<file path="src/hdl/fault_mon_pkg.sv">
`default_nettype none
package fault_mon_pkg;
   localparam int NUM_CH = 5;
   localparam int CLK_MHZ = 200;
   // typical deglitch times in ns
   localparam int OTS_DGL_NS = 5000;
   localparam int SUPPLY_DGL_NS = 3500;
   localparam int CP_DGL_NS = 4000;
   localparam int OTS_DGL_CYC = OTS_DGL_NS * CLK_MHZ / 1000;
   localparam int SUPPLY_DGL_CYC = SUPPLY_DGL_NS * CLK_MHZ / 1000;
   localparam int CP_DGL_CYC = CP_DGL_NS * CLK_MHZ / 1000;
   // autorestart interval in ms
   localparam int AUTO_RESTART_MS = 64;
   localparam int AUTO_RESTART_CYC = AUTO_RESTART_MS * CLK_MHZ * 1000;
   localparam int DGL_W = 11;
   localparam int AR_W = 24;
   // register byte offsets on the host bus
   localparam logic [7:0] OFS_CTRL = 8'h00;
   localparam logic [7:0] OFS_QUICK = 8'h04;
   localparam logic [7:0] OFS_CH_STAT = 8'h08;
   localparam logic [7:0] OFS_DEV_STAT = 8'h1C;
   localparam logic [7:0] OFS_SENSE = 8'h20;
   // control register fields
   localparam int CTRL_ON_LSB = 0;
   localparam int CTRL_SEL_BIT = 8;
   localparam int CTRL_FAIL_BIT = 9;
   // quick status fields
   localparam int QS_WARN_LSB = 0;
   localparam int QS_SD_LSB = 8;
   localparam int QS_CPF_BIT = 16;
   localparam int DSF_BIT = 31;
   // channel status fields
   localparam int CS_WARN_BIT = 0;
   localparam int CS_SD_BIT = 1;
   // device status fields
   localparam int DS_UVF_BIT = 0;
   localparam int DS_OVF_BIT = 1;
   localparam int DS_REV_BIT = 2;
   // control register value after reset: normal mode, high warning threshold, all off
   localparam logic [31:0] CTRL_RESET = 32'h0000_0000;
endpackage
`default_nettype wire

</file>
<file path="src/hdl/fault_mon_if.sv">
`default_nettype none
interface fault_mon_if;
   import fault_mon_pkg::*;
   // serial-control stand-in: one read or write per valid pulse
   logic req_valid;
   logic req_write;
   logic [7:0] req_addr;
   logic [31:0] req_wdata;
   logic rsp_valid;
   logic [31:0] rsp_rdata;
   modport dev (input req_valid, input req_write, input req_addr, input req_wdata,
                output rsp_valid, output rsp_rdata);
   modport host (output req_valid, output req_write, output req_addr, output req_wdata,
                 input rsp_valid, input rsp_rdata);
endinterface
`default_nettype wire

</file>
<file path="src/hdl/fault_monitor.sv">
// What this block does
// - warning keeps output, sets quick and channel flag
// - select bit zero high threshold, one low
// - warning clears when cool and channel read
// - shutdown after deglitch, reported after deglitch
// - normal mode restart needs clear plus on write
// - shutdown flag clears when cool and channel read
// - fail mode shutdown restarts only on mode change
// - undervoltage sets summary and undervoltage flags
// - normal mode undervoltage restart needs on write
// - undervoltage flag clears when gone and read
// - fail mode undervoltage restarts automatically
// - autorestart retried every sixty-four milliseconds
// - supply faults deglitched by 3.5 us
// - overvoltage sets summary and overvoltage flags
// - overvoltage keeps all outputs off
// - overvoltage flag clears when gone and read
// - outputs held off until pump valid, command kept
// - pump fault off after deglitch, flag set
// - commands during pump fault run when valid
// - pump flag clears when gone and quick read
// - reverse supply forces outputs on, external low
//
// Chosen here: the address map and the AHB-Lite slave port.
`default_nettype none
module fault_monitor
   import fault_mon_pkg::*;
#(
   parameter int AUTO_RESTART_CYCLES = AUTO_RESTART_CYC
) (
   // clock and reset
   input wire logic hclk,
   input wire logic hresetn,
   // host side
   fault_mon_if.dev bus,
   // analog comparator levels, asynchronous
   input wire logic [NUM_CH-1:0] temp_warn_hi,
   input wire logic [NUM_CH-1:0] temp_warn_lo,
   input wire logic [NUM_CH-1:0] temp_shutdown,
   input wire logic supply_under,
   input wire logic supply_over,
   input wire logic pump_valid,
   input wire logic supply_reverse,
   // power stage drive
   output logic [NUM_CH-1:0] channel_on,
   output logic external_switch_drive_output,
   output logic high_overcurrent_window_start
);
   localparam int NSYNC = 3 * NUM_CH + 4;

   // two-stage synchronisers for every analog level
   logic [NSYNC-1:0] sync1_reg, sync2_reg;
   always_ff @(posedge hclk or negedge hresetn) begin
      if (!hresetn) begin
         sync1_reg <= '0;
         sync2_reg <= '0;
      end else begin
         sync1_reg <= {supply_reverse, pump_valid, supply_over, supply_under, temp_shutdown, temp_warn_lo,
                       temp_warn_hi};
         sync2_reg <= sync1_reg;
      end
   end
   wire logic [NUM_CH-1:0] warn_hi_s = sync2_reg[NUM_CH-1:0];
   wire logic [NUM_CH-1:0] warn_lo_s = sync2_reg[2*NUM_CH-1:NUM_CH];
   wire logic [NUM_CH-1:0] hot_s = sync2_reg[3*NUM_CH-1:2*NUM_CH];
   wire logic under_s = sync2_reg[3*NUM_CH];
   wire logic over_s = sync2_reg[3*NUM_CH+1];
   wire logic pump_ok_s = sync2_reg[3*NUM_CH+2];
   wire logic reverse_s = sync2_reg[3*NUM_CH+3];

   // control register
   logic [31:0] ctrl_reg;
   wire logic sel_low = ctrl_reg[CTRL_SEL_BIT];
   wire logic fail_mode = ctrl_reg[CTRL_FAIL_BIT];
   wire logic [NUM_CH-1:0] on_cmd = ctrl_reg[CTRL_ON_LSB +: NUM_CH];
   wire logic [NUM_CH-1:0] warn_now = sel_low ? warn_lo_s : warn_hi_s;

   // bus decode
   wire logic wr = bus.req_valid && bus.req_write;
   wire logic rd = bus.req_valid && !bus.req_write;
   wire logic wr_ctrl = wr && bus.req_addr == OFS_CTRL;
   wire logic rd_quick = rd && bus.req_addr == OFS_QUICK;
   wire logic rd_dev = rd && bus.req_addr == OFS_DEV_STAT;
   wire logic mode_change = wr_ctrl && (bus.req_wdata[CTRL_FAIL_BIT] != fail_mode);
   logic [NUM_CH-1:0] rd_ch;

   // deglitch filter for one level; qualified output
   function automatic logic [DGL_W-1:0] dgl_step(input logic lvl, input logic [DGL_W-1:0] cnt);
      return lvl ? ((cnt == '1) ? cnt : cnt + 1'b1) : '0;
   endfunction

   logic [DGL_W-1:0] uv_cnt_reg, ov_cnt_reg, cp_cnt_reg;
   logic [NUM_CH-1:0][DGL_W-1:0] ots_cnt_reg;
   wire logic uv_q = uv_cnt_reg >= DGL_W'(SUPPLY_DGL_CYC);
   wire logic ov_q = ov_cnt_reg >= DGL_W'(SUPPLY_DGL_CYC);
   wire logic cp_q = cp_cnt_reg >= DGL_W'(CP_DGL_CYC);
   logic [NUM_CH-1:0] ots_q;

   // latched flags
   logic [NUM_CH-1:0] warn_flag_reg, sd_flag_reg, sd_off_reg, ar_pend_reg;
   logic uvf_reg, ovf_reg, cpf_reg, uv_off_reg;
   logic [AR_W-1:0] ar_cnt_reg;
   wire logic ar_tick = ar_cnt_reg >= AR_W'(AUTO_RESTART_CYCLES - 1);
   // raw pump level only holds outputs before it first settles; later losses wait for the deglitch
   logic pump_seen_reg;
   wire logic pump_settling = !pump_ok_s && !pump_seen_reg;
   wire logic supply_bad = uv_q || ov_q || pump_settling;

   genvar g;
   generate
      for (g = 0; g < NUM_CH; g++) begin : g_ch
         assign rd_ch[g] = rd && bus.req_addr == OFS_CH_STAT + 8'(4 * g);
         assign ots_q[g] = ots_cnt_reg[g] >= DGL_W'(OTS_DGL_CYC);
         always_ff @(posedge hclk or negedge hresetn) begin
            if (!hresetn) begin
               ots_cnt_reg[g] <= '0;
               warn_flag_reg[g] <= 1'b0;
               sd_flag_reg[g] <= 1'b0;
               sd_off_reg[g] <= 1'b0;
            end else begin
               ots_cnt_reg[g] <= dgl_step(hot_s[g], ots_cnt_reg[g]);
               // set wins over read-clear
               warn_flag_reg[g] <= warn_now[g] | (warn_flag_reg[g] & ~rd_ch[g]);
               sd_flag_reg[g] <= ots_q[g] | (sd_flag_reg[g] & ~rd_ch[g]);
               if (ots_q[g])
                  sd_off_reg[g] <= 1'b1;
               else if (fail_mode ? mode_change : (wr_ctrl && bus.req_wdata[CTRL_ON_LSB + g]))
                  sd_off_reg[g] <= 1'b0;
            end
         end
      end
   endgenerate

   // supply, pump and autorestart state
   always_ff @(posedge hclk or negedge hresetn) begin
      if (!hresetn) begin
         uv_cnt_reg <= '0;
         ov_cnt_reg <= '0;
         cp_cnt_reg <= '0;
         uvf_reg <= 1'b0;
         ovf_reg <= 1'b0;
         cpf_reg <= 1'b0;
         uv_off_reg <= 1'b0;
         ar_cnt_reg <= '0;
         ar_pend_reg <= '0;
         pump_seen_reg <= 1'b0;
      end else begin
         uv_cnt_reg <= dgl_step(under_s, uv_cnt_reg);
         ov_cnt_reg <= dgl_step(over_s, ov_cnt_reg);
         cp_cnt_reg <= dgl_step(!pump_ok_s, cp_cnt_reg);
         uvf_reg <= uv_q | (uvf_reg & ~rd_dev);
         ovf_reg <= ov_q | (ovf_reg & ~rd_dev);
         cpf_reg <= cp_q | (cpf_reg & ~rd_quick);
         // undervoltage shutdown latched until restart action
         if (uv_q)
            uv_off_reg <= 1'b1;
         else if (!fail_mode && wr_ctrl && (bus.req_wdata[CTRL_ON_LSB +: NUM_CH] != '0))
            uv_off_reg <= 1'b0;
         else if (fail_mode && ar_tick)
            uv_off_reg <= 1'b0;
         // autorestart timer runs only while a latched off is waiting in fail mode
         if (fail_mode && uv_off_reg && !uv_q)
            ar_cnt_reg <= ar_tick ? '0 : ar_cnt_reg + 1'b1;
         else
            ar_cnt_reg <= '0;
         ar_pend_reg <= on_cmd & ~channel_on;
         pump_seen_reg <= pump_seen_reg | pump_ok_s;
      end
   end

   // output drive: commands held in ctrl_reg run once pump is valid
   wire logic [NUM_CH-1:0] run_on = on_cmd & ~sd_off_reg & {NUM_CH{!uv_off_reg && !supply_bad && !cp_q}};
   always_ff @(posedge hclk or negedge hresetn) begin
      if (!hresetn) begin
         channel_on <= '0;
         external_switch_drive_output <= 1'b0;
         high_overcurrent_window_start <= 1'b0;
      end else if (reverse_s) begin
         channel_on <= '1;
         external_switch_drive_output <= 1'b0;
         high_overcurrent_window_start <= 1'b0;
      end else begin
         channel_on <= run_on;
         external_switch_drive_output <= 1'b0;
         // only the first cycle of a held command turning on, so the pulse is one cycle wide
         high_overcurrent_window_start <= |(run_on & ~channel_on & ar_pend_reg);
      end
   end

   // register file and read answer; answer one cycle after request
   wire logic device_status_summary_flag = uvf_reg | ovf_reg | cpf_reg;
   logic [31:0] rd_mux;
   always_comb begin
      rd_mux = 32'h0000_0000;
      case (bus.req_addr)
         OFS_CTRL: rd_mux = ctrl_reg;
         OFS_QUICK: begin
            rd_mux[QS_WARN_LSB +: NUM_CH] = warn_flag_reg;
            rd_mux[QS_SD_LSB +: NUM_CH] = sd_flag_reg;
            rd_mux[QS_CPF_BIT] = cpf_reg;
         end
         OFS_DEV_STAT: begin
            rd_mux[DS_UVF_BIT] = uvf_reg;
            rd_mux[DS_OVF_BIT] = ovf_reg;
            rd_mux[DS_REV_BIT] = reverse_s;
         end
         OFS_SENSE: rd_mux[NUM_CH-1:0] = channel_on;
         default: begin
            for (int i = 0; i < NUM_CH; i++) begin
               if (bus.req_addr == OFS_CH_STAT + 8'(4 * i)) begin
                  rd_mux[CS_WARN_BIT] = warn_flag_reg[i];
                  rd_mux[CS_SD_BIT] = sd_flag_reg[i];
               end
            end
         end
      endcase
      if (bus.req_addr != OFS_CTRL && bus.req_addr != OFS_SENSE)
         rd_mux[DSF_BIT] = device_status_summary_flag;
   end

   always_ff @(posedge hclk or negedge hresetn) begin
      if (!hresetn) begin
         ctrl_reg <= CTRL_RESET;
         bus.rsp_valid <= 1'b0;
         bus.rsp_rdata <= 32'h0000_0000;
      end else begin
         if (wr_ctrl)
            ctrl_reg <= bus.req_wdata;
         bus.rsp_valid <= bus.req_valid;
         bus.rsp_rdata <= rd ? rd_mux : 32'h0000_0000;
      end
   end
endmodule
`default_nettype wire

</file>
<file path="src/flat_wrapper.sv">
// flat-port wrapper written by rule: the top's interface ports become plain ports
module fault_monitor_flat import fault_mon_pkg::*;
#(
   parameter int AUTO_RESTART_CYCLES = AUTO_RESTART_CYC
)
  (hclk, hresetn, temp_warn_hi, temp_warn_lo, temp_shutdown, supply_under, supply_over, pump_valid, supply_reverse, channel_on, external_switch_drive_output, high_overcurrent_window_start, bus_req_valid, bus_req_write, bus_req_addr, bus_req_wdata, bus_rsp_valid, bus_rsp_rdata);
  fault_mon_if bus_i ();
  input wire logic hclk;
  input wire logic hresetn;
  input wire logic [NUM_CH-1:0] temp_warn_hi;
  input wire logic [NUM_CH-1:0] temp_warn_lo;
  input wire logic [NUM_CH-1:0] temp_shutdown;
  input wire logic supply_under;
  input wire logic supply_over;
  input wire logic pump_valid;
  input wire logic supply_reverse;
  output logic [NUM_CH-1:0] channel_on;
  output logic external_switch_drive_output;
  output logic high_overcurrent_window_start;
  input wire logic [$bits(bus_i.req_valid)-1:0] bus_req_valid;
  input wire logic [$bits(bus_i.req_write)-1:0] bus_req_write;
  input wire logic [$bits(bus_i.req_addr)-1:0] bus_req_addr;
  input wire logic [$bits(bus_i.req_wdata)-1:0] bus_req_wdata;
  output wire logic [$bits(bus_i.rsp_valid)-1:0] bus_rsp_valid;
  output wire logic [$bits(bus_i.rsp_rdata)-1:0] bus_rsp_rdata;
  assign bus_i.req_valid = bus_req_valid;
  assign bus_i.req_write = bus_req_write;
  assign bus_i.req_addr = bus_req_addr;
  assign bus_i.req_wdata = bus_req_wdata;
  assign bus_rsp_valid = bus_i.rsp_valid;
  assign bus_rsp_rdata = bus_i.rsp_rdata;
  fault_monitor #(.AUTO_RESTART_CYCLES(AUTO_RESTART_CYCLES)) u_core (.hclk(hclk), .hresetn(hresetn), .bus(bus_i), .temp_warn_hi(temp_warn_hi), .temp_warn_lo(temp_warn_lo), .temp_shutdown(temp_shutdown), .supply_under(supply_under), .supply_over(supply_over), .pump_valid(pump_valid), .supply_reverse(supply_reverse), .channel_on(channel_on), .external_switch_drive_output(external_switch_drive_output), .high_overcurrent_window_start(high_overcurrent_window_start));
endmodule
</file>
<file path="config.mk">
export PLATFORM = sky130hd
export DESIGN_NAME = fault_monitor_flat
export DESIGN_NICKNAME = d
export VERILOG_FILES = /design/src/hdl/fault_mon_pkg.sv /design/src/hdl/fault_mon_if.sv /design/src/hdl/fault_monitor.sv /design/src/flat_wrapper.sv
export SDC_FILE = /design/constraint.sdc
export NUM_CORES = 1
export LEC_CHECK = 0
export BUFFER_PORTS_ARGS = -buffer_cell sky130_fd_sc_hd__buf_2
export CELL_PAD_IN_SITES_DETAIL_PLACEMENT = 1
export CELL_PAD_IN_SITES_GLOBAL_PLACEMENT = 1
export CORE_ASPECT_RATIO = 0.6
export CORE_MARGIN = 5
export CORE_UTILIZATION = 47
export CTS_CLUSTER_SIZE = 16
export DETAILED_ROUTE_END_ITERATION = 16
export PLACE_DENSITY = 0.79
export SYNTH_ARGS = -nofsm -noshare
export SYNTH_HDL_FRONTEND = slang
export SYNTH_SLANG_ARGS = --single-unit
</file>
<file path="constraint.sdc">
create_clock -name hclk -period 2.78 [get_ports hclk]
set_input_delay 0.556 -clock hclk [delete_from_list [all_inputs] [get_ports hclk]]
set_output_delay 0.556 -clock hclk [all_outputs]
set_load 0.01 [all_outputs]
</file>
# Yosys cells after proc, flatten, opt, wreduce, memory -nomap -nowiden
# Index checks and enable logic that the tools add are counted.
dict set report op_classes {
  addsub 9
  n_bitwise 43
  order_cmp 9
  n_eq_ne 26
  n_mux 54
  n_reduce_logical 45
}
# op n
set ops {}
lappend ops {{11-bit 2-to-1 mux} 16}
lappend ops {{11-bit by 1-bit adder with 11-bit output (second input constant)} 8}
lappend ops {{11-bit == test (second input constant)} 8}
lappend ops {{11-bit by 10-bit >= comparator with 1-bit output (second input constant)} 8}
lappend ops {{24-bit 2-to-1 mux} 2}
lappend ops {{8-bit by 5-bit == test with 1-bit output (second input constant)} 4}
lappend ops {{32-bit 2-to-1 mux} 1}
lappend ops {{5-bit AND} 5}
lappend ops {{1-bit logical AND} 25}
lappend ops {{24-bit by 1-bit adder with 24-bit output (second input constant)} 1}
lappend ops {{24-bit >= comparator (second input constant)} 1}
lappend ops {{1-bit 2-to-1 mux} 20}
lappend ops {{8-bit by 4-bit == test with 1-bit output (second input constant)} 2}
lappend ops {{1-bit bitwise OR} 16}
lappend ops {{15-bit 2-to-1 mux} 1}
lappend ops {{2-bit inequality test (second input constant)} 7}
lappend ops {{1-bit AND} 13}
lappend ops {{2-bit 2-to-1 mux} 5}
lappend ops {{5-bit 2-to-1 mux} 2}
lappend ops {{5-bit inverter} 2}
lappend ops {{5-bit case mux with 2 select lines} 1}
lappend ops {{2-bit nonzero test} 5}
lappend ops {{8-bit by 3-bit == test with 1-bit output (second input constant)} 1}
lappend ops {{8-bit by 6-bit == test with 1-bit output (second input constant)} 1}
lappend ops {{16 further kinds} 31}
dict set report word_totals {
  inputBits 63
  word_cells 223
  regBits 246
  out_inout_bits 40
}

# Logic depth before layout (Yosys ltp)
# Gate-level depths: netlist (run 1).
dict set report logic_depth {
  word_depth 11
  ltp_mapped 7
  ltp_nobuf 5
}

# Worst setup path after synthesis (run 1)
# Ideal clock, no wire load.
dict set report synth_timing {
  path_kind {input-to-reg}
  start {input bus_req_addr[3]}
  end {register u_core.ctrl_reg[10]}
  setup_ns 0.117
  path_slack_ns 0.807
  path_buffers 3
  arrival_time_ns 1.856
  stages 7
  required_ns 2.663
  cell_sequence {clkbuf_1 nor4_1 clkbuf_1 nand4_1 clkbuf_1 nand2_1 nand2_1}
}
dict set report synth_via {
  elab_chain_cells 2
}
# element line_no
set synth_lines {}
lappend synth_lines {{start, declared} flat_wrapper.sv:22} ;# input wire logic [$bits(bus_i.req_addr)-1:0] bus_req_addr;
lappend synth_lines {{8-bit zero test} fault_monitor.sv:81} ;# wire logic wr_ctrl = wr && bus.req_addr == OFS_CTRL;
lappend synth_lines {{1-bit logical AND} fault_monitor.sv:81}
lappend synth_lines {{end signal, assigned} fault_monitor.sv:228} ;# ctrl_reg <= bus.req_wdata;
lappend synth_lines {{end, declared} fault_monitor.sv:72} ;# logic [31:0] ctrl_reg;
# Every way passes these cells.
# A chain may end at the register's enable or synchronous reset.

# Worst setup path after layout (run 1)
dict set report layout_timing {
  start {register u_core.ar_cnt_reg[0]}
  end {register u_core.ar_cnt_reg[21]}
}
dict set report layout_via {
  elab_chain_cells 3
  word_cells_on_any_way 4
  classes_between {1 x add/sub; 1 x order compare; 2 x mux}
}
# element line_no
set layout_lines {}
lappend layout_lines {{start, declared} fault_monitor.sv:102} ;# logic [AR_W-1:0] ar_cnt_reg;
lappend layout_lines {{start signal, assigned} fault_monitor.sv:163} ;# ar_cnt_reg <= ar_tick ? '0 : ar_cnt_reg + 1'b1;
lappend layout_lines {{24-bit by 1-bit adder with 24-bit output or 24-bit >= comparator (tied branches)} {fault_monitor.sv:163, fault_monitor.sv:103}}
lappend layout_lines {{24-bit 2-to-1 mux *} fault_monitor.sv:163}
lappend layout_lines {{24-bit 2-to-1 mux *} fault_monitor.sv:162} ;# if (fail_mode && uv_off_reg && !uv_q)
# Every way passes the cells marked *; elsewhere a longest branch is shown, timed or not.

==> results of run 1 <==
## kinds of logic (layout without fill, tap and decap cells)
logic type | after synthesis | in the layout | synth area share, %
AOI/OAI and AO/OA | 157 | 157 | 9.931
muxes | 38 | 38 | 3.621
adders and majority gates | 17 | 17 | 1.936
buffers and inverters | 73 | 191 | 2.574
DFF | 246 | 246 | 56.03
xor gates and xnor gates | 33 | 33 | 2.631
and+or+nand+nor | 486 | 486 | 23.24
other | 1 | 1 | 0.03413
## worst paths after layout
| check | start | to | slack (ps) |
|---|---|---|---|
| max in group asynchronous | hresetn | u_core.sync1_reg[7]$_DFF_PN0_ | 1490 |
| setup reg to reg | u_core.ar_cnt_reg[0]$_DFF_PN0_ | u_core.ar_cnt_reg[21]$_DFF_PN0_ | 570 |
| hold reg to reg | u_core.sync1_reg[15]$_DFF_PN0_ | u_core.sync2_reg[15]$_DFF_PN0_ | 350 |
| min in group asynchronous | hresetn | u_core.bus.rsp_rdata[22]$_DFF_PN0_ | 580 |
| hold / removal | supply_under | u_core.sync1_reg[15]$_DFF_PN0_ | 140 |
| setup / recovery | u_core.ar_cnt_reg[0]$_DFF_PN0_ | u_core.ar_cnt_reg[21]$_DFF_PN0_ | 570 |
## what timing repair did
item,4_1_cts,5_1_grt
hold buffers,1,0
gates resized for setup,0,0
hold endpoints to repair,4,0
## layer usage
metal	vias up	track usage, %	routed length [um]
met5	-	0	47
met3	48	4.532	1504
met2	190	35.18	13120
li1	3937	-	-
met4	6	4.468	539
met1	4272	31.01	14100
## synth_stat cells, types with 14 or more instances
cell type / n
sky130_fd_sc_hd__nand3_1: 42
sky130_fd_sc_hd__and3_1: 40
sky130_fd_sc_hd__nor2b_1: 19
sky130_fd_sc_hd__nand2_1: 165
sky130_fd_sc_hd__nand2b_1: 22
sky130_fd_sc_hd__xnor2_1: 14
sky130_fd_sc_hd__inv_1: 31
sky130_fd_sc_hd__nand4_1: 25
sky130_fd_sc_hd__clkbuf_1: 36
sky130_fd_sc_hd__dfrtp_1: 246
sky130_fd_sc_hd__o21ai_0: 31
sky130_fd_sc_hd__xor2_1: 19
sky130_fd_sc_hd__nor3_1: 31
sky130_fd_sc_hd__nor2_1: 56
sky130_fd_sc_hd__ha_1: 17
sky130_fd_sc_hd__a21oi_1: 28
sky130_fd_sc_hd__mux2i_1: 33
## cell type report
cell class	instances	area [um^2]	share of cell area, %
repair buffers	117	688.2	5.420
inverters	32	120.1	0.9461
clock inverters	9	77.57	0.6110
clock buffers	33	705.7	5.558
flip-flops and latches	246	6156	48.49
well taps	315	394.1	3.104
multi-input cells	732	4554	35.87
## power groups by stage
stage / clock network [mW] / logic (mW) / registers (mW)
final: 3.25 / 0.442 / 3.86
after global routing: 3.48 / 0.507 / 3.88
after CTS: 3.32 / 0.452 / 3.86
after detailed placement: 0 / 0.444 / 3.92
after global placement: 0 / 0.428 / 3.92
after floorplan: 0 / 0.248 / 3.87
## metrics by stage
| step | hold WS, ps | util [%] | worst slack [ps] |
|---|---|---|---|
| after floorplan | 260.4 | - | 806.8 |
| final | 140.8 | 55.13 | 570.2 |
| after global placement | 332.2 | 51.69 | 584.5 |
| after detailed placement | 336.3 | 51.69 | 515.6 |
| after global routing | 120.3 | 55.13 | 396.9 |
| after CTS | 123.5 | 55.13 | 577.0 |
## worst max-delay path, stage by stage (launching register included)
cell	delay (ps)
sky130_fd_sc_hd__dfrtp_1	390
sky130_fd_sc_hd__ha_1	240
sky130_fd_sc_hd__nand4_1	190
sky130_fd_sc_hd__or4_1	580
sky130_fd_sc_hd__a21oi_1	250
sky130_fd_sc_hd__buf_4	320
sky130_fd_sc_hd__a211oi_1	100
==> results.txt, run 1 <==
* Hold Crit Depth: 1
- The final number of max-transition violations was 0.
- Leak Pwr: 6.085 nW
- Antenna diode instance count: 0
* Share of the synthesized area in the top cell type: 56.03%
- Commonest non-fill, non-tap cells in the layout: sky130_fd_sc_hd__dfrtp_1, sky130_fd_sc_hd__nand2_1, sky130_fd_sc_hd__buf_2
- Final net count: 1,233
- Counting along the longest clock path gives a buffer depth of 3.
* Hold Fails Final Rpt: 0
- The worst pin sits at a relative slew slack of 48.59%.
- For the worst flop-to-flop path, the logic depth is 6.
- The pre-antenna-repair detailed-routing pass consisted of 5 iterations.
- Dividing the detail-routed wire length by the instance count gives 19.75 um.
- The total overflow left after global routing is 0.
* Post-Syn Area per Cell: 10.45 um^2
- # placed instances: 1,441
- Registers are responsible for 51.1% of the overall power.
- In this run the power density over the cells is 595.3 nW/um^2.
- Antenna-violating nets left: 0
* Count of unique library cells instantiated by Yosys: 73
- Largest net degree at the start of global routing: 65
- Total clock buffers created by CTS: 24
- Commonest non-fill, non-tap cell in the layout: sky130_fd_sc_hd__dfrtp_1
- During synthesis, Yosys emitted a total of 0 warnings.
- Per-cell via count in the routed design: 5.696
- Post-layout total power: 7.558 mW
- Final Setup Violations: 0
- Unrepaired setup endpoints after global routing: false
- Dividing the final minimum period by the clock period gives 79.49%.
* DRC viols: 0
- The run finished with clean final reports.
- Startpoint class of the critical path: register
- CTS tree: done
- The count of buffers added on input and output ports is 101.
* Worst endpoint required time: 3170 ps
- Number of synthesized register bits: 246
* Non-Filler Cell Area, Final: 12,700 um^2
- The number of antenna violations at the first check in global routing was 3.
- The clock network is responsible for 43.0% of the overall power.
- Die outline height: 128.4 um
* Placed instance area: 11,900 um^2
* Fraction of registers with async set/reset: 100.0%
- Once layout is complete, the cells apart from fillers number 1,484.
- Yosys top cell by area: sky130_fd_sc_hd__dfrtp_1
- Number of synthesized flops with an enable pin: 0
* Sum of net half-perimeters after detailed placement: 20,430 um
- By area the synthesized netlist is led by sky130_fd_sc_hd__dfrtp_1, sky130_fd_sc_hd__nand2_1, sky130_fd_sc_hd__mux2i_1, sky130_fd_sc_hd__and3_1, sky130_fd_sc_hd__ha_1.
- Starting density of the core: 47.71%
- For this run, the total global-route usage over all layers was measured as 21.78%.
* First-pass GRT wire length: 47,900 um
- Clock Latency Late Sink: 520 ps
- Timing would allow up to 452.5 MHz.
- For this design the total switching power over the nets is 1.808 mW.
- Relative to the synthesized area, the layout overhead comes to 15.56%.
- The region available for standard cell placement spans 23,030 um^2.
- Along the worst path, the maximum fanout reaches 22.
- Total detailed-routing wirelength: 29,310 um
* Clk root buf: sky130_fd_sc_hd__clkbuf_16
- The register with the most flip-flops in the layout has 55 of them.
* I/O pin cnt: 103
- Worst min path class: primary input to register
- Combinational logic burns 5.8% of the power.
* Number of buffers added for setup after CTS: 0
- FILL cells: 2,570
- The tool flagged a number of max-cap violations equal to 0.
* Net count of the mapped netlist: 1,131
- CTS built an H-tree with a depth of 1.
- At the pin with the least slew margin, the transition time is 764.0 ps.
* Clock Skews: 10.46 ps
* Clk sinks: 246
* Minimum clock period: 2210 ps
- In the final layout, the share of cells above drive strength 1 is 15.31%.
- The internal power of the cells totals 5.750 mW.
- Instance count of the mapped netlist: 1,051
- For this run, the register share of the synthesized area comes to 56.03%.
- Measured along the x axis, the die boundary spans 207.4 um.
* Die Footprint: 26,630 um^2
- Clock transition at the registers of the reported paths: 70 ps
- The critical path in this run is classified as register to register.
- Standard-cell row count: 43
- STA classifies the critical path endpoint as a register.
- For this run, the leading register cell type out of synthesis is sky130_fd_sc_hd__dfrtp_1.
- DR vias: 8,453
- The cell area that synthesis handed to floorplanning was 10,990 um^2.
- Adding up every negative setup slack in the final design gives 0 ps.
- For this block, the initial DRC count from the detailed router was 592.
- Number of global-route vias before repair: 8,880
- At the worst endpoint, the arrival time is 2600 ps.
* Gpl congestion: 0.8672
* Fraction of power spent switching nets: 23.92%
- IR analysis of the VDD net gives a maximum drop of 0.0004145 V.
Note: power is estimated with default switching activity, not from simulation.
==> run 2, diff against run 1 <==
Settings changed: ABC_AREA set to 1, CORE_UTILIZATION 47 to 45, PLACE_DENSITY 0.79 to 0.78.
Clock period 2.78 ns to 2.3 ns, I/O delays scaled along.
==> results.txt, run 2 <==
- Minimum setup slack among reg-to-reg paths: 380 ps
* # placed instances: 1,605
* DRC viols: 0
- The most critical setup path has its endpoint at u_core.cp_cnt_reg[3]$_DFFE_PN0P_.
- The critical path starts at u_core.cp_cnt_reg[0]$_DFFE_PN0P_.
* Antenna-violating nets left: 0
* Number of synthesized register bits: 246
* Run status: finished clean
* Final net count: 1,397
- Compared with the post-synthesis result, the final layout area differs by 16.28%.
* Per-cell via count in the routed design: 5.218
- After routing, the total negative slack on setup checks comes to 0 ps.
- Total clock buffers created by CTS: 24
- Yosys mapped a number of flops with a built-in enable equal to 0.
- Critical path's slowest cell: sky130_fd_sc_hd__dfrtp_1
- The share of synthesized area in the top cell type comes to 57.20%.
* Max IR drop VDD: 0.0005506 V
- At the later pin of the worst-skew pair, clock insertion delay measures 530 ps.
- Unrepaired setup endpoints after global routing: false
* Count of unique library cells instantiated by Yosys: 45
* Fraction of the yosys area taken by sequential cells: 57.20%
- Clock Skews: 11.10 ps
- Crit path largest cell delay: 400 ps
- Cell type group with the largest total delay on the critical path: simple AND/OR/NAND/NOR gates
- Post-synthesis xor/xnor area fraction: 2.523%
- Worst min path class: primary input to register
- Post-synthesis share of cell area spent on and, or, nand and nor gates: 21.79%
* Width of the chip: 209.6 um
* Commonest non-fill, non-tap cells in the layout: sky130_fd_sc_hd__dfrtp_1, sky130_fd_sc_hd__nand2_1, sky130_fd_sc_hd__inv_1
- Hold buffers post-CTS: 1
- The count of buffers added on input and output ports is 101.
- Cell with the most instances after synthesis: sky130_fd_sc_hd__dfrtp_1
* Setup Crit Path Kind: register to register
- Worst Setup End Kind: register
* Minimum clock period: 1921 ps
* Count of cells resized by post-cts repair: 0
- Max-cap violations in this run came to 0.
- In the global route stage, overall resource usage came out at 21.61%.
- Largest family of logic cells by synthesized area: simple AND/OR/NAND/NOR gates
- Post-Synth Adder-Cell Area: 1.977%
- Number of buffers added for setup after CTS: 0
- The routed design has 29,070 um of wire.
- Number of H-tree levels: 1
- The endpoint identified for the worst register-to-register timing path is u_core.cp_cnt_reg[3]$_DFFE_PN0P_.
* Post-synthesis mux area share: 0%
* Netlist area before placement: 10,760 um^2
* Clk sinks: 246
* Total power divided by cell area: 721.7 nW/um^2
* Ordered cell list for the critical path: ha_1 > nand3_1 > nor3_1 > nand3_1 > inv_1 > nand2_1 > nor2_1 > nor2_1 > a211oi_1
* Clk root buf: sky130_fd_sc_hd__clkbuf_16
* Commonest cells post-synth: sky130_fd_sc_hd__dfrtp_1, sky130_fd_sc_hd__nand2_1, sky130_fd_sc_hd__inv_1
- Along the worst path, the maximum fanout reaches 4.
- Yosys warns: 0
- The number of hold violations in the final report came to 0.
- Most frequently used flop master after synthesis: sky130_fd_sc_hd__dfrtp_1
- Final cell count without fillers: 1,649
- The via count of the first global-routing pass came to 9,150.
- Standard-cell row count: 43
* Post-Syn Area per Cell: 8.968 um^2
* Critical R2R Launch: u_core.cp_cnt_reg[0]$_DFFE_PN0P_
- Derived from the worst setup path, the maximum achievable clock frequency is 520.6 MHz.
- Std-Cell Core Area: 23,300 um^2
* Fraction of the mapped netlist area in compound gates: 9.534%
- TritonCTS built the clock tree.
- The number of buffers and inverters on the critical path is 1.
- Max-slew headroom: 62.26%
* Layout cell share with drive strength beyond 1: 13.64%
* Post-layout total power: 9.031 mW
- The final number of max-transition violations is 0.
- For this run, asynchronously set or reset flops after synthesis account for 100.0%.
- 0 antenna diodes ended up in the layout.
- Number of cells on the critical path: 9
* Leak Pwr: 5.981 nW
- After legalization and detailed placement, the total HPWL measured 21,070 um.
- Data arrives at the worst endpoint at 2350 ps.
- Leaving out fill and tap cells, the most frequent cell in the layout is sky130_fd_sc_hd__dfrtp_1.
- Counting every net in the synthesized netlist gives 1,280.
- Number of flip-flops under the largest register name: 55
- Clock transition at the registers of the reported paths: 60 ps
- DR vias: 8,605
- Wire length per cell: 17.63 um
* Starting density of the core: 46.19%
- Gpl congestion: 0.9257
- The cell count after synthesis came out at 1,200.
- In this run, the number of DRC markers left after iteration 0 of detailed routing was 710.
- The longest clock path from root to sink contains 3 buffers.
- The number of antenna violations at the first check in global routing is 0.
- Largest net degree at the start of global routing: 73
- Drt first pass iters: 5
* Startpoint class of the critical path: register
* Tightest Pin Transition: 566.2 ps
* GRT overflow: 0
* Worst endpoint required time: 2730 ps
* Die Footprint: 27,210 um^2
- The first global-routing pass estimated 48,220 um of wire.
- R2R cell count: 9
- Die outline height: 129.8 um
* Most area-consuming cells after synthesis: sky130_fd_sc_hd__dfrtp_1, sky130_fd_sc_hd__nand2_1, sky130_fd_sc_hd__inv_1, sky130_fd_sc_hd__nor2_1, sky130_fd_sc_hd__o21ai_0
- I/O pin cnt: 103
- Setup violations remaining at the end of the flow were counted as 0.
- Dividing the final minimum period by the clock period gives 83.52%.
- Yosys top cell by area: sky130_fd_sc_hd__dfrtp_1
run 2: changes by cell type after synthesis, sizes merged, moves of 13 or more:
cell / previous run / this run
mux2i: 33 / 0
and3: 40 / 2
clkbuf: 36 / 8
nor2: 56 / 163
inv: 31 / 165
nand2b: 22 / 0
o21ai: 31 / 92
a21oi: 28 / 42
or3: 13 / 0
nand2: 165 / 227
nand3: 42 / 75
nor2b: 19 / 0
run 2: metrics by stage:
step	utilization, %	instance area [um^2]	setup WS [ps]	hold slack [ps]
6_report	53.71	12510	379.0	41.52
5_1_grt	53.71	12510	204.6	16.71
4_1_cts	53.71	12510	404.7	21.92
3_5_place_dp	50.11	11670	213.8	336.3
3_3_place_gp	50.11	11670	349.8	334.3
2_1_floorplan	-	10760	762.2	164.4
run 2: final cells by class:
cell class | instances | area (um^2)
fillers | 2762 | 10780
clock buffers | 34 | 729.5
repair buffers | 112 | 650.6
well taps | 315 | 394.1
flip-flops and latches | 246 | 6156
clock inverters | 9 | 100.1
inverters | 166 | 624.3
multi-input cells | 767 | 3859
run 2: power by group:
group	leakage, nW	internal, mW	switching [mW]
Clock	0.409	2.43	1.70
Combinational	2.43	0.124	0.251
Sequential	3.15	4.43	0.0907
run 2: how the worst min path moves through the flow:
stage / from / to / slack, ps / cells past startpoint
after floorplan: hresetn / u_core.ar_cnt_reg[0]$_DFF_PN0_ / 160 / 0
after global placement: u_core.sync1_reg[8]$_DFF_PN0_ / u_core.sync2_reg[8]$_DFF_PN0_ / 330 / 0
after detailed placement: u_core.sync1_reg[2]$_DFF_PN0_ / u_core.sync2_reg[2]$_DFF_PN0_ / 340 / 0
after CTS: temp_warn_hi[4] / u_core.sync1_reg[4]$_DFF_PN0_ / 20 / 1
after global routing: temp_warn_hi[4] / u_core.sync1_reg[4]$_DFF_PN0_ / 20 / 1
final: temp_warn_lo[1] / u_core.sync1_reg[6]$_DFF_PN0_ / 40 / 1
run 2: logic make-up (layout without fill, tap and decap cells):
logic type               after synthesis  count (layout)
adder cells (fa/ha/maj)               17              17
AO/OA/AOI/OAI                        182             182
XOR/XNOR                              31              31
buffers and inverters                187             321
AND/OR/NAND/NOR                      536             536
flip-flops                           246             246
other                                  1               1
run 2: worst reg2reg max path, cell delays in order (launching register included):
cell and delay, ps:
sky130_fd_sc_hd__dfrtp_1 400, sky130_fd_sc_hd__ha_1 220, sky130_fd_sc_hd__nand3_1 150, sky130_fd_sc_hd__nor3_1 230, sky130_fd_sc_hd__nand3_1 170, sky130_fd_sc_hd__inv_1 110, sky130_fd_sc_hd__nand2_1 70, sky130_fd_sc_hd__nor2_1 190
sky130_fd_sc_hd__nor2_1 110, sky130_fd_sc_hd__a211oi_1 180
run 2: layer usage:
layer | track usage, % | up-vias | routed length, um
li1 | - | 4124 | -
met4 | 3.221 | 0 | 371
met3 | 3.556 | 33 | 1365
met5 | 0 | - | 0
met1 | 33.10 | 4278 | 14780
met2 | 33.38 | 170 | 12560
==> run 3, diff against run 2 <==
Settings changed: CORE_UTILIZATION 45 to 41, PLACE_DENSITY 0.78 to 0.75.
Clock period 2.3 ns to 1.68 ns, I/O delays scaled along.
==> results.txt, run 3 (same netlist as run 2, synthesis figures left out) <==
- Run status: complete, but fails checks
* Failing checks: negative setup slack
- Summed over all failing endpoints, the final setup total negative slack is -1637 ps.
- In this run the worst path has a maximum fanout of 6.
* DR vias: 9,118
* Commonest non-fill, non-tap cells in the layout: sky130_fd_sc_hd__dfrtp_1, sky130_fd_sc_hd__nand2_1, sky130_fd_sc_hd__inv_1
- CTS saw 246 sinks.
- Number of design-rule violations left by the first detailed-router iteration: 593
- The analysis attributes to net switching a power of 3.010 mW.
- For this run, design rule violations remaining after detail routing come to 0.
* R2r endpoint: u_core.ar_cnt_reg[12]$_DFF_PN0_
* Standard-cell row count: 45
- Final Setup Violations: 25
- Total power for the finished layout comes to 12.71 mW.
* Setup WS post-layout: -93.48 ps
- FILL cells: 2,946
- Worst min-delay path startpoint: bus_req_wdata[6]
- Minimum clock period: 1773 ps
* Number of global-route vias before repair: 9,689
- Number of flip-flops under the largest register name: 55
- Unrepaired setup endpoints after global routing: true
* Clock Latency Late Sink: 550 ps
* Final cell count without fillers: 1,811
- Wire length per cell: 18.36 um
- Derived from the worst setup path, the maximum achievable clock frequency is 563.9 MHz.
* GRT Util Overall: 21.31%
- Final net count: 1,520
* Hold Slack: 9.605 ps
- After detailed routing, the number of vias per cell comes to 5.035.
- Summing all flip-flop and latch instances after layout gives 6162 um^2.
* Clock Skews: 25.11 ps
- The clock network burns 45.7% of the power.
- Minimum setup slack among reg-to-reg paths: -90 ps
- From left edge to right edge, the die measures 219.2 um.
- Antenna-violating nets left: 0
- The final layout contains routed wiring with a total length of 33,250 um.
* Starting density of the core: 42.10%
* I/O pin cnt: 103
* Area taken by multi-input logic gates: 4319 um^2
- Hold Crit Depth: 3
* Combinational fraction of design power: 5.5%
- Die outline height: 135.5 um
* Total power divided by cell area: 898.4 nW/um^2
- Worst endpoint required time: 2110 ps
- Leak Pwr: 6.698 nW
- The number of antenna diodes in the final layout is 0.
* Critical R2R Launch: u_core.ar_cnt_reg[17]$_DFF_PN0_
- Total of buffers placed on input and output ports: 101
- The share of total power dissipated in sequential elements is 48.7%.
- Final standard cell utilization of the core: 55.34%
- CTS placed an instance of sky130_fd_sc_hd__clkbuf_16 at the clock tree root.
* Largest net degree at the start of global routing: 49
- Max capacitance violation total: 0
- The die covers 29,690 um^2.
* R2R cell count: 10
- Number of H-tree levels: 1
* Drt first pass iters: 6
- Layout cell share with drive strength beyond 1: 24.67%
* Fraction of power spent switching nets: 23.69%
- Gpl congestion: 0.8891
* Placed instance area: 12,180 um^2
- Antenna violations before repair: 1
- Counting along the longest clock path gives a buffer depth of 3.
- STA puts the critical path data arrival time at 2210 ps.
- Slew Viols, Final: 0
- TritonCTS built the clock tree.
- The library cell used most frequently in the layout, excluding fill and tap cells, is sky130_fd_sc_hd__dfrtp_1.
- Relative area change from synthesis to final layout: 31.44%
- Std-Cell Core Area: 25,560 um^2
- The worst setup path is launched from a register.
- The worst setup path is captured at a register.
- # placed instances: 1,698
- Internal cell power: 9.697 mW
- GRT overflow: 0
* Total clock buffers created by CTS: 25
- Summing all non-filler instances in the final layout gives an area of 14,140 um^2.
* Worst min path class: primary input to register
- Clock transition at the registers of the reported paths: 70 ps
- Max IR drop VDD: 0.0008315 V
- Setup slack at placement: -124.5 ps
- Final worst-path cycle share: 105.6%
- First-pass GRT wire length: 51,210 um
* Hold Path Sink: u_core.ctrl_reg[6]$_DFFE_PN0P_
- Once detailed placement completed, the half-perimeter wirelength came to 22,600 um.
* Setup Crit Path Kind: register to register
* Hold Fails Final Rpt: 0
[run 3: layout make-up]
cell class / count / area share (%)
Clock inverter: 15 / 1.061
Inverter: 166 / 4.432
Sequential cell: 246 / 43.56
Tap cell: 352 / 3.114
Timing Repair Buffer: 234 / 12.29
Multi-Input combinational cell: 767 / 30.54
Clock buffer: 31 / 5.007
[run 3: worst max-delay path by stage]
| stage | from | end | slack (ps) | cells past startpoint |
|---|---|---|---|---|
| 5_1_grt | u_core.ar_cnt_reg[17]$_DFF_PN0_ | u_core.ar_cnt_reg[4]$_DFF_PN0_ | -120 | 10 |
| 4_1_cts | u_core.cp_cnt_reg[0]$_DFFE_PN0P_ | u_core.cp_cnt_reg[3]$_DFFE_PN0P_ | -10 | 9 |
| 2_1_floorplan | u_core.ar_cnt_reg[0]$_DFF_PN0_ | u_core.ar_cnt_reg[22]$_DFF_PN0_ | 150 | 9 |
| 3_3_place_gp | bus_req_addr[1] | u_core.bus.rsp_rdata[2]$_DFF_PN0_ | -70 | 9 |
| 3_5_place_dp | u_core.cp_cnt_reg[0]$_DFFE_PN0P_ | u_core.cp_cnt_reg[3]$_DFFE_PN0P_ | -120 | 9 |
| 6_report | u_core.ar_cnt_reg[17]$_DFF_PN0_ | u_core.ar_cnt_reg[12]$_DFF_PN0_ | -90 | 10 |
[run 3: power groups by stage]
stage	sequential [mW]	combinational (mW)	clock (mW)
floorplan	6.25	0.227	0
global placement	6.28	0.571	0
detailed placement	6.29	0.594	0
CTS	6.18	0.672	5.92
global route	6.20	0.789	6.19
finish	6.19	0.704	5.81
[run 3: what timing repair did]
action / 4_1_cts / 5_1_grt
gates resized for setup: 27 / 101
gates cloned: 0 / 3
hold buffers: 36 / 0
setup endpoints to repair: 47 / 71
pin swaps: 5 / 27
endpoints found under the hold margin: 66 / 0
buffers inserted: 2 / 26
[run 3: routing by layer]
layer	vias up	wire, um	global-route usage (%)
li1	4356	-	-
met1	4578	15980	30.91
met2	130	15220	33.69
met3	52	1326	4.199
met4	2	720	4.113
met5	-	11	0
[run 3: critical path, stage by stage, from the launching register on]
cell	delay [ps]
sky130_fd_sc_hd__dfrtp_1	410
sky130_fd_sc_hd__nand2_1	100
sky130_fd_sc_hd__inv_2	110
sky130_fd_sc_hd__nand2_2	80
sky130_fd_sc_hd__nor4_4	220
sky130_fd_sc_hd__buf_4	150
sky130_fd_sc_hd__a21o_1	170
sky130_fd_sc_hd__nor2_4	60
sky130_fd_sc_hd__nand2_4	120
sky130_fd_sc_hd__clkbuf_16	180
sky130_fd_sc_hd__nor2_1	50
